--- config.mk ---
export PLATFORM = sky130hd
export DESIGN_NAME = nsi_lamp_ctrl
export DESIGN_NICKNAME = d
export VERILOG_FILES = /design/src/nsi_lamp_ctrl_unused_note.v /design/src/nsi_lamp_ctrl.v
export VERILOG_INCLUDE_DIRS = /design/src
export SDC_FILE = /design/constraint.sdc
export NUM_CORES = 1
export LEC_CHECK = 0
export ABC_AREA = 1
export BUFFER_PORTS_ARGS = -buffer_cell sky130_fd_sc_hd__buf_2
export CORE_ASPECT_RATIO = 1.75
export CORE_MARGIN = 2
export CORE_UTILIZATION = 53
export DETAILED_ROUTE_END_ITERATION = 8
export GPL_ROUTABILITY_DRIVEN = 0
export GPL_TIMING_DRIVEN = 0
export PLACE_DENSITY = 0.76
export SYNTH_ARGS = -nofsm -noshare
export SYNTH_HDL_FRONTEND = slang
export SYNTH_SLANG_ARGS = --single-unit
--- constraint.sdc ---
create_clock -name clk_sys_i -period 6.37 [get_ports clk_sys_i]
set_input_delay 1.274 -clock clk_sys_i [delete_from_list [all_inputs] [get_ports clk_sys_i]]
set_output_delay 1.274 -clock clk_sys_i [all_outputs]
set_load 0.005 [all_outputs]
--- src/nsi_lamp_regs.vh ---
/*
 * Register offsets, field positions, reset values and timing constants
 * for the node status lamp controller.
 * Assumes byte addressing on a 32-bit AHB-Lite bus, one word per register.
 */
`ifndef NSI_LAMP_REGS_VH
`define NSI_LAMP_REGS_VH

// Register byte offsets
`define NSI_OFF_CTRL 8'h00
`define NSI_OFF_LINK 8'h04
`define NSI_OFF_IO 8'h08
`define NSI_OFF_STAT 8'h0c

// Health/control register fields
`define NSI_CTRL_CFG_BAD 0
`define NSI_CTRL_REC_FAULT 1
`define NSI_CTRL_UNREC_FAULT 2
`define NSI_CTRL_SELF_TEST 3
`define NSI_CTRL_RST 32'h0000_0000

// Link condition register fields
`define NSI_LINK_COMM_PWR 0
`define NSI_LINK_DUP_DONE 1
`define NSI_LINK_CONN_EST 2
`define NSI_LINK_IO_TIMEOUT 3
`define NSI_LINK_ERROR 4
`define NSI_LINK_RST 32'h0000_0000

// I/O condition register fields
`define NSI_IO_OUT_ACTIVE 0
`define NSI_IO_OUT_IDLE 1
`define NSI_IO_OUT_FAULT 2
`define NSI_IO_OUT_FORCED 3
`define NSI_IO_IN_ACTIVE 4
`define NSI_IO_IN_FAULT 5
`define NSI_IO_IN_UNREC 6
`define NSI_IO_RST 32'h0000_0000

// Status register fields
`define NSI_STAT_LAMPS_LSB 0
`define NSI_STAT_TEST_DONE 8
`define NSI_STAT_RATE_LSB 9
`define NSI_STAT_RATE_OK 11
`define NSI_STAT_ADDR_LSB 16

// Lamp modes
`define NSI_LM_OFF 3'h0
`define NSI_LM_GRN 3'h1
`define NSI_LM_RED 3'h2
`define NSI_LM_FGRN 3'h3
`define NSI_LM_FRED 3'h4
`define NSI_LM_FALT 3'h5

// Data-rate switch codes and rates in kbit/s
`define NSI_DR_125 2'h0
`define NSI_DR_250 2'h1
`define NSI_DR_500 2'h2
`define NSI_KBPS_125 10'h07d
`define NSI_KBPS_250 10'h0fa
`define NSI_KBPS_500 10'h1f4

// Timing in milliseconds and clock rate in Hz
`define NSI_TEST_PHASE_MS 250
`define NSI_FLASH_HALF_MS 500
`define NSI_CLK_HZ 250000000

`endif

--- src/nsi_lamp_ctrl_unused_note.v ---
`timescale 1ns/100ps

--- src/nsi_lamp_ctrl.v ---
/*
 * Node status lamp controller: power-up lamp test, module health, link,
 * combined and I/O lamp colour mapping with flash cadence, data-rate
 * switch decode, AHB-Lite register slave.
 * Assumes one clock, switches on asynchronous pins, condition flags
 * written by software, lamps driven active high per colour.
 */
// The placing of the registers and the AHB-Lite slave port were decided locally.
`timescale 1ns/100ps
`include "nsi_lamp_regs.vh"

// Summary of operation
// - Module lamp: off, green, flash green, flash red, red, red-green flash.
// - Link lamp off until address check done and link circuitry powered.
// - On-line link lamp flashes green without connections, green with.
// - Link lamp flashes red while any I/O connection is timed out.
// - Link lamp steady red when an error blocks link communication.
// - Power-up: module green, red 0.25 s, then link green, red, off.
// - Combined lamp shows green then red 0.25 s each, then off.
// - Combined lamp off while node is not on-line, unless steady red for a powered-link fault or error.
// - Combined lamp green when normal, on-line, connections established.
// - Combined lamp flashes green without connections or with bad config.
// - Combined lamp flashes red on recoverable fault or I/O timeout.
// - Combined lamp steady red on unrecoverable communication-stopping fault.
// - I/O lamp off when all inputs and outputs are inactive.
// - I/O lamp flashes green when an output is idle, none active or faulted.
// - I/O lamp green when an output or input is active, none faulted.
// - I/O lamp flashes red when any output or input is faulted.
// - I/O lamp red on forced-off output or unrecoverable input fault.
// - Flashing lamps lit 0.5 s and dark 0.5 s, once per second.
// - Data-rate switch 0, 1, 2 decodes to 125, 250, 500 kbit/s.
module nsi_lamp_ctrl #(
    parameter [31:0] CLK_HZ = `NSI_CLK_HZ,
    parameter [31:0] TEST_CYC = CLK_HZ / 1000 * `NSI_TEST_PHASE_MS,
    parameter [31:0] FLASH_CYC = CLK_HZ / 1000 * `NSI_FLASH_HALF_MS
) (
    // Clock, reset, enable
    input wire clk_sys_i,
    input wire rst_i,
    input wire ce_i,
    // AHB-Lite slave
    input wire hsel_i,
    input wire [31:0] haddr_i,
    input wire [1:0] htrans_i,
    input wire hwrite_i,
    input wire [2:0] hsize_i,
    input wire [31:0] hwdata_i,
    input wire hready_i,
    output wire hreadyout_o,
    output wire hresp_o,
    output reg [31:0] hrdata_o,
    // Switches
    input wire [1:0] data_rate_switches_i,
    input wire [5:0] node_address_switches_i,
    // Decoded switches
    output reg [9:0] data_rate_kbps_o,
    output reg data_rate_valid_o,
    output reg [5:0] node_address_o,
    // Lamps
    output reg module_health_lamp_grn_o,
    output reg module_health_lamp_red_o,
    output reg link_status_lamp_grn_o,
    output reg link_status_lamp_red_o,
    output reg combined_health_link_lamp_grn_o,
    output reg combined_health_link_lamp_red_o,
    output reg io_lamp_grn_o,
    output reg io_lamp_red_o
);

    // Test sequencer states
    localparam [4:0] ST_MG = 5'h01;
    localparam [4:0] ST_MR = 5'h02;
    localparam [4:0] ST_LG = 5'h04;
    localparam [4:0] ST_LR = 5'h08;
    localparam [4:0] ST_RUN = 5'h10;

    // Lamp colours as {red, green}
    function [1:0] nsi_lamp;
        input [2:0] mode;
        input lit;
        begin
            case (mode)
                `NSI_LM_OFF: nsi_lamp = 2'h0;
                `NSI_LM_GRN: nsi_lamp = 2'h1;
                `NSI_LM_RED: nsi_lamp = 2'h2;
                `NSI_LM_FGRN: nsi_lamp = {1'b0, lit};
                `NSI_LM_FRED: nsi_lamp = {lit, 1'b0};
                `NSI_LM_FALT: nsi_lamp = {lit, ~lit};
                default: nsi_lamp = 2'h0;
            endcase
        end
    endfunction

    reg [31:0] ctrl_reg;
    reg [31:0] link_reg;
    reg [31:0] io_reg;
    reg [4:0] state_reg;
    reg [4:0] state_next;
    reg [31:0] test_cnt_reg;
    reg [31:0] flash_cnt_reg;
    reg flash_lit_reg;
    reg [1:0] dr_meta_reg;
    reg [1:0] dr_sync_reg;
    reg [5:0] na_meta_reg;
    reg [5:0] na_sync_reg;
    reg wr_pend_reg;
    reg [7:0] wr_addr_reg;
    reg [31:0] rd_next;
    reg [2:0] ms_mode;
    reg [2:0] ls_mode;
    reg [2:0] cm_mode;
    reg [2:0] io_mode;
    reg [1:0] ms_col;
    reg [1:0] ls_col;
    reg [1:0] cm_col;
    reg [1:0] io_col;
    reg [9:0] kbps_next;
    reg rate_ok_next;

    wire addr_phase;
    wire test_end;
    wire online;
    wire [7:0] lamps;

    assign hreadyout_o = 1'b1;
    assign hresp_o = 1'b0;
    assign addr_phase = hsel_i & htrans_i[1] & hready_i;
    assign test_end = (test_cnt_reg == TEST_CYC - 32'h1);
    assign online = link_reg[`NSI_LINK_COMM_PWR] &
        link_reg[`NSI_LINK_DUP_DONE];
    assign lamps = {io_lamp_red_o, io_lamp_grn_o,
        combined_health_link_lamp_red_o, combined_health_link_lamp_grn_o,
        link_status_lamp_red_o, link_status_lamp_grn_o,
        module_health_lamp_red_o, module_health_lamp_grn_o};

    // Switch synchronisers
    always @(posedge clk_sys_i or posedge rst_i) begin
        if (rst_i) begin
            dr_meta_reg <= 2'h0;
            dr_sync_reg <= 2'h0;
            na_meta_reg <= 6'h00;
            na_sync_reg <= 6'h00;
        end else if (ce_i) begin
            dr_meta_reg <= data_rate_switches_i;
            dr_sync_reg <= dr_meta_reg;
            na_meta_reg <= node_address_switches_i;
            na_sync_reg <= na_meta_reg;
        end
    end

    always @* begin
        rate_ok_next = 1'b1;
        case (dr_sync_reg)
            `NSI_DR_125: kbps_next = `NSI_KBPS_125;
            `NSI_DR_250: kbps_next = `NSI_KBPS_250;
            `NSI_DR_500: kbps_next = `NSI_KBPS_500;
            default: begin
                kbps_next = 10'h000;
                rate_ok_next = 1'b0;
            end
        endcase
    end

    always @* begin
        state_next = state_reg;
        case (state_reg)
            ST_MG: if (test_end) state_next = ST_MR;
            ST_MR: if (test_end) state_next = ST_LG;
            ST_LG: if (test_end) state_next = ST_LR;
            ST_LR: if (test_end) state_next = ST_RUN;
            ST_RUN: state_next = ST_RUN;
            default: state_next = ST_MG;
        endcase
    end

    always @(posedge clk_sys_i or posedge rst_i) begin
        if (rst_i) begin
            state_reg <= ST_MG;
            test_cnt_reg <= 32'h0;
            flash_cnt_reg <= 32'h0;
            flash_lit_reg <= 1'b1;
        end else if (ce_i) begin
            state_reg <= state_next;
            if (test_end || state_reg == ST_RUN)
                test_cnt_reg <= 32'h0;
            else
                test_cnt_reg <= test_cnt_reg + 32'h1;
            // 0.5 s lit, 0.5 s dark
            if (flash_cnt_reg == FLASH_CYC - 32'h1) begin
                flash_cnt_reg <= 32'h0;
                flash_lit_reg <= ~flash_lit_reg;
            end else begin
                flash_cnt_reg <= flash_cnt_reg + 32'h1;
            end
        end
    end

    // Normal lamp meanings
    always @* begin
        if (ctrl_reg[`NSI_CTRL_SELF_TEST])
            ms_mode = `NSI_LM_FALT;
        else if (ctrl_reg[`NSI_CTRL_UNREC_FAULT])
            ms_mode = `NSI_LM_RED;
        else if (ctrl_reg[`NSI_CTRL_REC_FAULT])
            ms_mode = `NSI_LM_FRED;
        else if (ctrl_reg[`NSI_CTRL_CFG_BAD])
            ms_mode = `NSI_LM_FGRN;
        else
            ms_mode = `NSI_LM_GRN;
        if (!online)
            ls_mode = `NSI_LM_OFF;
        else if (link_reg[`NSI_LINK_ERROR])
            ls_mode = `NSI_LM_RED;
        else if (link_reg[`NSI_LINK_IO_TIMEOUT])
            ls_mode = `NSI_LM_FRED;
        else if (link_reg[`NSI_LINK_CONN_EST])
            ls_mode = `NSI_LM_GRN;
        else
            ls_mode = `NSI_LM_FGRN;
        if (link_reg[`NSI_LINK_COMM_PWR] &&
            (ctrl_reg[`NSI_CTRL_UNREC_FAULT] || link_reg[`NSI_LINK_ERROR]))
            cm_mode = `NSI_LM_RED;
        else if (!online)
            cm_mode = `NSI_LM_OFF;
        else if (ctrl_reg[`NSI_CTRL_REC_FAULT] ||
                 link_reg[`NSI_LINK_IO_TIMEOUT])
            cm_mode = `NSI_LM_FRED;
        else if (ctrl_reg[`NSI_CTRL_CFG_BAD] ||
                 !link_reg[`NSI_LINK_CONN_EST])
            cm_mode = `NSI_LM_FGRN;
        else
            cm_mode = `NSI_LM_GRN;
        if (io_reg[`NSI_IO_OUT_FORCED] || io_reg[`NSI_IO_IN_UNREC])
            io_mode = `NSI_LM_RED;
        else if (io_reg[`NSI_IO_OUT_FAULT] || io_reg[`NSI_IO_IN_FAULT])
            io_mode = `NSI_LM_FRED;
        else if (io_reg[`NSI_IO_OUT_ACTIVE] || io_reg[`NSI_IO_IN_ACTIVE])
            io_mode = `NSI_LM_GRN;
        else if (io_reg[`NSI_IO_OUT_IDLE])
            io_mode = `NSI_LM_FGRN;
        else
            io_mode = `NSI_LM_OFF;
    end

    // Lamp test overrides
    always @* begin
        ms_col = nsi_lamp(ms_mode, flash_lit_reg);
        ls_col = nsi_lamp(ls_mode, flash_lit_reg);
        cm_col = nsi_lamp(cm_mode, flash_lit_reg);
        io_col = nsi_lamp(io_mode, flash_lit_reg);
        case (state_reg)
            ST_MG: begin
                ms_col = 2'h1;
                ls_col = 2'h0;
                cm_col = 2'h1;
            end
            ST_MR: begin
                ms_col = 2'h2;
                ls_col = 2'h0;
                cm_col = 2'h2;
            end
            ST_LG: begin
                ms_col = 2'h1;
                ls_col = 2'h1;
                cm_col = 2'h0;
            end
            ST_LR: begin
                ms_col = 2'h1;
                ls_col = 2'h2;
                cm_col = 2'h0;
            end
            ST_RUN: ;
            default: begin
                ms_col = 2'h0;
                ls_col = 2'h0;
                cm_col = 2'h0;
            end
        endcase
    end

    // Lamp and decode output flops
    always @(posedge clk_sys_i or posedge rst_i) begin
        if (rst_i) begin
            module_health_lamp_grn_o <= 1'b0;
            module_health_lamp_red_o <= 1'b0;
            link_status_lamp_grn_o <= 1'b0;
            link_status_lamp_red_o <= 1'b0;
            combined_health_link_lamp_grn_o <= 1'b0;
            combined_health_link_lamp_red_o <= 1'b0;
            io_lamp_grn_o <= 1'b0;
            io_lamp_red_o <= 1'b0;
            data_rate_kbps_o <= 10'h000;
            data_rate_valid_o <= 1'b0;
            node_address_o <= 6'h00;
        end else if (ce_i) begin
            module_health_lamp_grn_o <= ms_col[0];
            module_health_lamp_red_o <= ms_col[1];
            link_status_lamp_grn_o <= ls_col[0];
            link_status_lamp_red_o <= ls_col[1];
            combined_health_link_lamp_grn_o <= cm_col[0];
            combined_health_link_lamp_red_o <= cm_col[1];
            io_lamp_grn_o <= io_col[0];
            io_lamp_red_o <= io_col[1];
            data_rate_kbps_o <= kbps_next;
            data_rate_valid_o <= rate_ok_next;
            node_address_o <= na_sync_reg;
        end
    end

    // Read mux
    always @* begin
        rd_next = 32'h0;
        case (haddr_i[7:0])
            `NSI_OFF_CTRL: rd_next = {28'h0, ctrl_reg[3:0]};
            `NSI_OFF_LINK: rd_next = {27'h0, link_reg[4:0]};
            `NSI_OFF_IO: rd_next = {25'h0, io_reg[6:0]};
            `NSI_OFF_STAT: begin
                rd_next[`NSI_STAT_LAMPS_LSB +: 8] = lamps;
                rd_next[`NSI_STAT_TEST_DONE] = (state_reg == ST_RUN);
                rd_next[`NSI_STAT_RATE_LSB +: 2] = dr_sync_reg;
                rd_next[`NSI_STAT_RATE_OK] = rate_ok_next;
                rd_next[`NSI_STAT_ADDR_LSB +: 6] = na_sync_reg;
            end
            default: rd_next = 32'h0;
        endcase
        if (|haddr_i[31:8])
            rd_next = 32'h0;
    end

    // AHB-Lite register access
    always @(posedge clk_sys_i or posedge rst_i) begin
        if (rst_i) begin
            ctrl_reg <= `NSI_CTRL_RST;
            link_reg <= `NSI_LINK_RST;
            io_reg <= `NSI_IO_RST;
            wr_pend_reg <= 1'b0;
            wr_addr_reg <= 8'h00;
            hrdata_o <= 32'h0;
        end else if (ce_i) begin
            if (hready_i)
                wr_pend_reg <= addr_phase & hwrite_i & ~(|haddr_i[31:8]);
            if (addr_phase) begin
                wr_addr_reg <= haddr_i[7:0];
                if (!hwrite_i)
                    hrdata_o <= rd_next;
            end
            if (wr_pend_reg) begin
                case (wr_addr_reg)
                    `NSI_OFF_CTRL: ctrl_reg <= {28'h0, hwdata_i[3:0]};
                    `NSI_OFF_LINK: link_reg <= {27'h0, hwdata_i[4:0]};
                    `NSI_OFF_IO: io_reg <= {25'h0, hwdata_i[6:0]};
                    default: ctrl_reg <= ctrl_reg;
                endcase
            end
        end
    end

endmodule // nsi_lamp_ctrl

==> Yosys cells after proc, flatten, opt, wreduce, memory -nomap -nowiden <==
Index checks and enable logic that the tools add are counted.
Widths: inputs -> output; s select.
{ "op_classes": {"n_eq_ne": 38, "reduce_logical": 23, "add_sub_neg": 2, "bitwise_logic": 8, "muxes": 35} }
{ "ops": {"columns": ["op", "count"], "rows": [
  ["$add 32x1->32 const B", 2],
  ["$mux 32", 2],
  ["$pmux 12 s4", 1],
  ["$pmux 2 s5", 4],
  ["$mux 3", 11],
  ["$eq 32x26->1 const B", 1],
  ["$eq 32x27->1 const B", 1],
  ["$pmux 9 s3", 1],
  ["$pmux 5 s5", 1],
  ["$eq 3x2->1 const B", 8],
  ["$eq 3x3->1 const B", 8],
  ["$eq 8x4->1 const B", 3],
  ["$reduce_or 24->1", 1],
  ["$mux 22", 1],
  ["$mux 5", 4],
  ["$pmux 2 s3", 3],
  ["$eq 8x3->1 const B", 2],
  ["$logic_not 8->1", 2],
  ["$eq 3x1->1 const B", 4],
  ["$reduce_and 3->1", 4],
  ["$mux 2", 5],
  ["$ne 2x2->1 const B", 4],
  ["$logic_or 1x1->1", 7],
  ["$mux 6", 1],
  ["other kinds (16)", 25]
]} }
{ "word_totals": {"ff_bits": 168, "input_bits": 83, "out_inout_bits": 59, "word_cells": 131} }

==> Logic depth before layout (Yosys ltp) <==
{ "logic_depth": {"depth_word": 9, "ltp_mapped": 11, "ltp_nobuf": 10} }

==> Worst setup path before layout <==
Ideal clock, no wire load.
{ "synth_timing": {"path_type": "input port to flip-flop", "startpoint": "input port ce_i", "endpoint": "register test_cnt_reg[9]", "t_required_ns": 6.250, "path_slack_ns": 4.072, "setup_ns": 0.120, "t_arrival_ns": 2.178, "path_buffers": 2, "cell_stages": 8, "cell_sequence": "buf_6 > inv_4 > buf_6 > nor3_4 > nand2_2 > nor2_1 > xor2_1 > nor2_1"} }
{ "synth_lines": {"columns": ["item", "line_no", "text"], "rows": [
  ["from (decl)", "nsi_lamp_ctrl.v:40", "input wire ce_i,"],
  ["to (signal assigned)", "nsi_lamp_ctrl.v:187", "test_cnt_reg <= test_cnt_reg + 32'h1;"],
  ["to (decl)", "nsi_lamp_ctrl.v:99", "reg [31:0] test_cnt_reg;"]
]} }

==> Worst setup path in the final report <==
{ "layout_timing": {"startpoint": "register data_rate_kbps_o[6]", "endpoint": "output port data_rate_kbps_o[6]"} }
{ "layout_lines": {"columns": ["item", "line_no", "text"], "rows": [
  ["from (decl)", "nsi_lamp_ctrl.v:56", "output reg [9:0] data_rate_kbps_o,"],
  ["from (signal assigned)", "nsi_lamp_ctrl.v:304", "data_rate_kbps_o <= kbps_next;"]
]} }
No word-level cell between the ends.

==> impl_metrics.env <==
export IMPL_ys_flop_type="dfrtp_1"
export IMPL_wl_um=21400
export IMPL_final_setup_viol_count=0
export IMPL_clk_path_buf_depth=2
export IMPL_synthTopCellsByArea="dfrtp_1 45%, nand2_1 17%, nor2_1 8.3%"
export IMPL_wl_per_cell_um=14.42
export IMPL_ir_drop_uv=184.4
export IMPL_worst_slack_ns=4.003
export IMPL_p_per_area_mw_per_mm2=292.9
export IMPL_maxSlewHeadroom_pct=57.77
export IMPL_via_per_inst=5.251
export IMPL_hpwl_um=15750
export IMPL_cts_hold_fix_buffers=0
export IMPL_diodes=0
export IMPL_grt_pass1_vias=7686
export IMPL_fin_util_pct=63.40
export IMPL_cts_htree_levels=4
export IMPL_port_buffers=94
export IMPL_leakagePower_nw=5.159
export IMPL_clock_latency_ns=0.43
export IMPL_syn_avg_cell_area_um2=7.240
export IMPL_fill_cells=1313
export IMPL_coreArea_mm2=0.01539
export IMPL_ant_nets=0
export IMPL_synth_async_reset_ratio_pct=100.0
export IMPL_fin_skew_ns=0.01343
export IMPL_finalHoldViolCount=0
export IMPL_ys_seq_area_share_pct=45.18
export IMPL_power_mw=2.857
export IMPL_required_ns=5.10
export IMPL_grtUsageTotal_pct=26.34
export IMPL_fmax_ghz=0.4224
export IMPL_post_cts_setup_buffers=0
export IMPL_root_buffer="clkbuf_16"
export IMPL_arrival_ns=1.09
export IMPL_grt_overflow_total=0
export IMPL_drt_iter0_markers=453
export IMPL_dp_cells=1452
export IMPL_drive_gt1_share_pct=15.25
export IMPL_cts_resized=0
export IMPL_antenna_found_initial=0
export IMPL_rsz0062_at_grt="false"
export IMPL_period_share_pct=37.16
export IMPL_grt_pass1_wl_um=35770
export IMPL_layoutNonFillerInstCount=1484
export IMPL_yosysUniqueCellTypes=39
export IMPL_netlist_area_mm2=0.008369
export IMPL_io_pins=142
export IMPL_criticalPathCategory="flip-flop to output port"
export IMPL_drv_cap=0
export IMPL_synth_area_leader_cell="dfrtp_1"
export IMPL_num_vias=7793
export IMPL_dpl_worst_slack_ns=3.667
export IMPL_num_rows=60
export IMPL_cts_sinks=151
export IMPL_die_h_um=170.2
export IMPL_period_minus_slack_ns=2.367
export IMPL_first_pass_iters=6
export IMPL_tightest_slew_ns=0.6335
export IMPL_netlist_instances=1156
export IMPL_numCtsBuffers=17
export IMPL_synth_edf_count=0
export IMPL_min_path_type="flip-flop to flip-flop"
export IMPL_cts_tree="built"
export IMPL_die_x_um=98.99
export IMPL_status="completed"
export IMPL_synthDominantCellAreaShare_pct=44.55
export IMPL_start_kind="flip-flop"
export IMPL_fin_nets=1377
export IMPL_worstPathMaxFanout=4
export IMPL_area_growth_pct=16.58
export IMPL_cp_end_kind="output port"
export IMPL_yosysWarnings=0
export IMPL_grt_max_degree=96
export IMPL_clk_pin_slew_ns=0.07
export IMPL_start_util_pct=54.38
export IMPL_drv_slew=0
export IMPL_dieArea_mm2=0.01685
export IMPL_drc=0
export IMPL_synth_seq_cells=151
[stage by stage]
step / setup TNS (ns) / area (um2) / hold WS [ns]
2_1_floorplan: 0 / 8426 / 0.4419
3_3_place_gp: -110.47 / 9129 / 0.4530
3_5_place_dp: 0 / 9161 / 0.4538
4_1_cts: 0 / 9757 / 0.4702
5_1_grt: 0 / 9757 / 0.5037
6_report: 0 / 9757 / 0.4665
[critical path, stage by stage, from the launching register on]
cell and delay [ns]:
dfrtp_1 0.41, buf_4 0.14, buf_2 0.12
[logic make-up (layout without fill, tap and decap cells)]
family / after synthesis / in the layout / share of synthesized area [%]
and+or+nand+nor: 727 / 727 / 37.21
buffers and inverters: 171 / 298 / 9.209
DFF: 151 / 151 / 45.18
AOI/OAI and AO/OA: 73 / 73 / 4.560
xor gates and xnor gates: 23 / 23 / 2.407
adders and majority gates: 9 / 9 / 1.346
other: 2 / 17 / 0.08973
[synth_stat cells, types with 2 or more instances]
cell type / number
nand2_1: 368
nor2_1: 185
dfrtp_1: 149
inv_1: 126
nand3_1: 83
o21ai_0: 56
nand4_1: 29
nor3_1: 24
buf_4: 19
xor2_1: 18
nor2_2: 11
a21oi_1: 9
ha_1: 9
buf_2: 7
clkbuf_1: 7
buf_6: 6
nand2_2: 5
xnor2_1: 5
nand3_2: 4
nor2_4: 4
nor3_2: 3
nor3_4: 3
or2_2: 3
a21o_1: 2
a31oi_1: 2
buf_1: 2
clkinv_1: 2
conb_1: 2
dfstp_2: 2
nand3b_1: 2
[routing by layer]
layer  track usage, %  routed length, um
met2            50.06              11850
met1            28.93               8006
met3            3.860                955
met5                0                  0
met4            10.24                589
[layout by cell type, fill, tap and decap left out, drive strengths merged, types with 17 or more instances in the layout]
cell / instances
nand4: 29
xor2: 18
buf: 129
dfrtp: 149
nor2: 200
o21ai: 57
nand2: 374
inv: 136
conb: 17
nand3: 87
nor3: 30
clkbuf: 25
[power by group]
part	internal, mW	switching, mW	total, mW
Sequential	1.10	0.137	1.24
Combinational	0.215	0.381	0.595
Clock	0.569	0.456	1.02
[path summary, 6_finish.rpt]
kind / start / end / slack (ns) / cells past startpoint
min in group asynchronous: rst_i / test_cnt_reg[8] / 0.91 / 2
worst min-delay path: node_address_o[1] / node_address_o[1] / 0.47 / 2
max in group asynchronous: rst_i / flash_cnt_reg[29] / 4.60 / 3
worst max register to register: flash_cnt_reg[0] / flash_cnt_reg[26] / 4.53 / 8
worst max-delay path: data_rate_kbps_o[6] / data_rate_kbps_o[6] / 4.00 / 2
worst min register to register: node_address_o[1] / node_address_o[1] / 0.47 / 2
[area by class of cell]
class                           instances  area [um2]  area share (%)
Inverter                              130       496.7           5.091
Clock buffer                           18       439.2           4.501
Multi-Input combinational cell        849        3874           39.70
Sequential cell                       151        3781           38.75
Tap cell                              186       232.7           2.385
Clock inverter                         14       156.4           1.603
Timing Repair Buffer                   95       498.0           5.104
Buffer                                 41       279.0           2.860
Note: power is estimated with default switching activity, not from simulation.
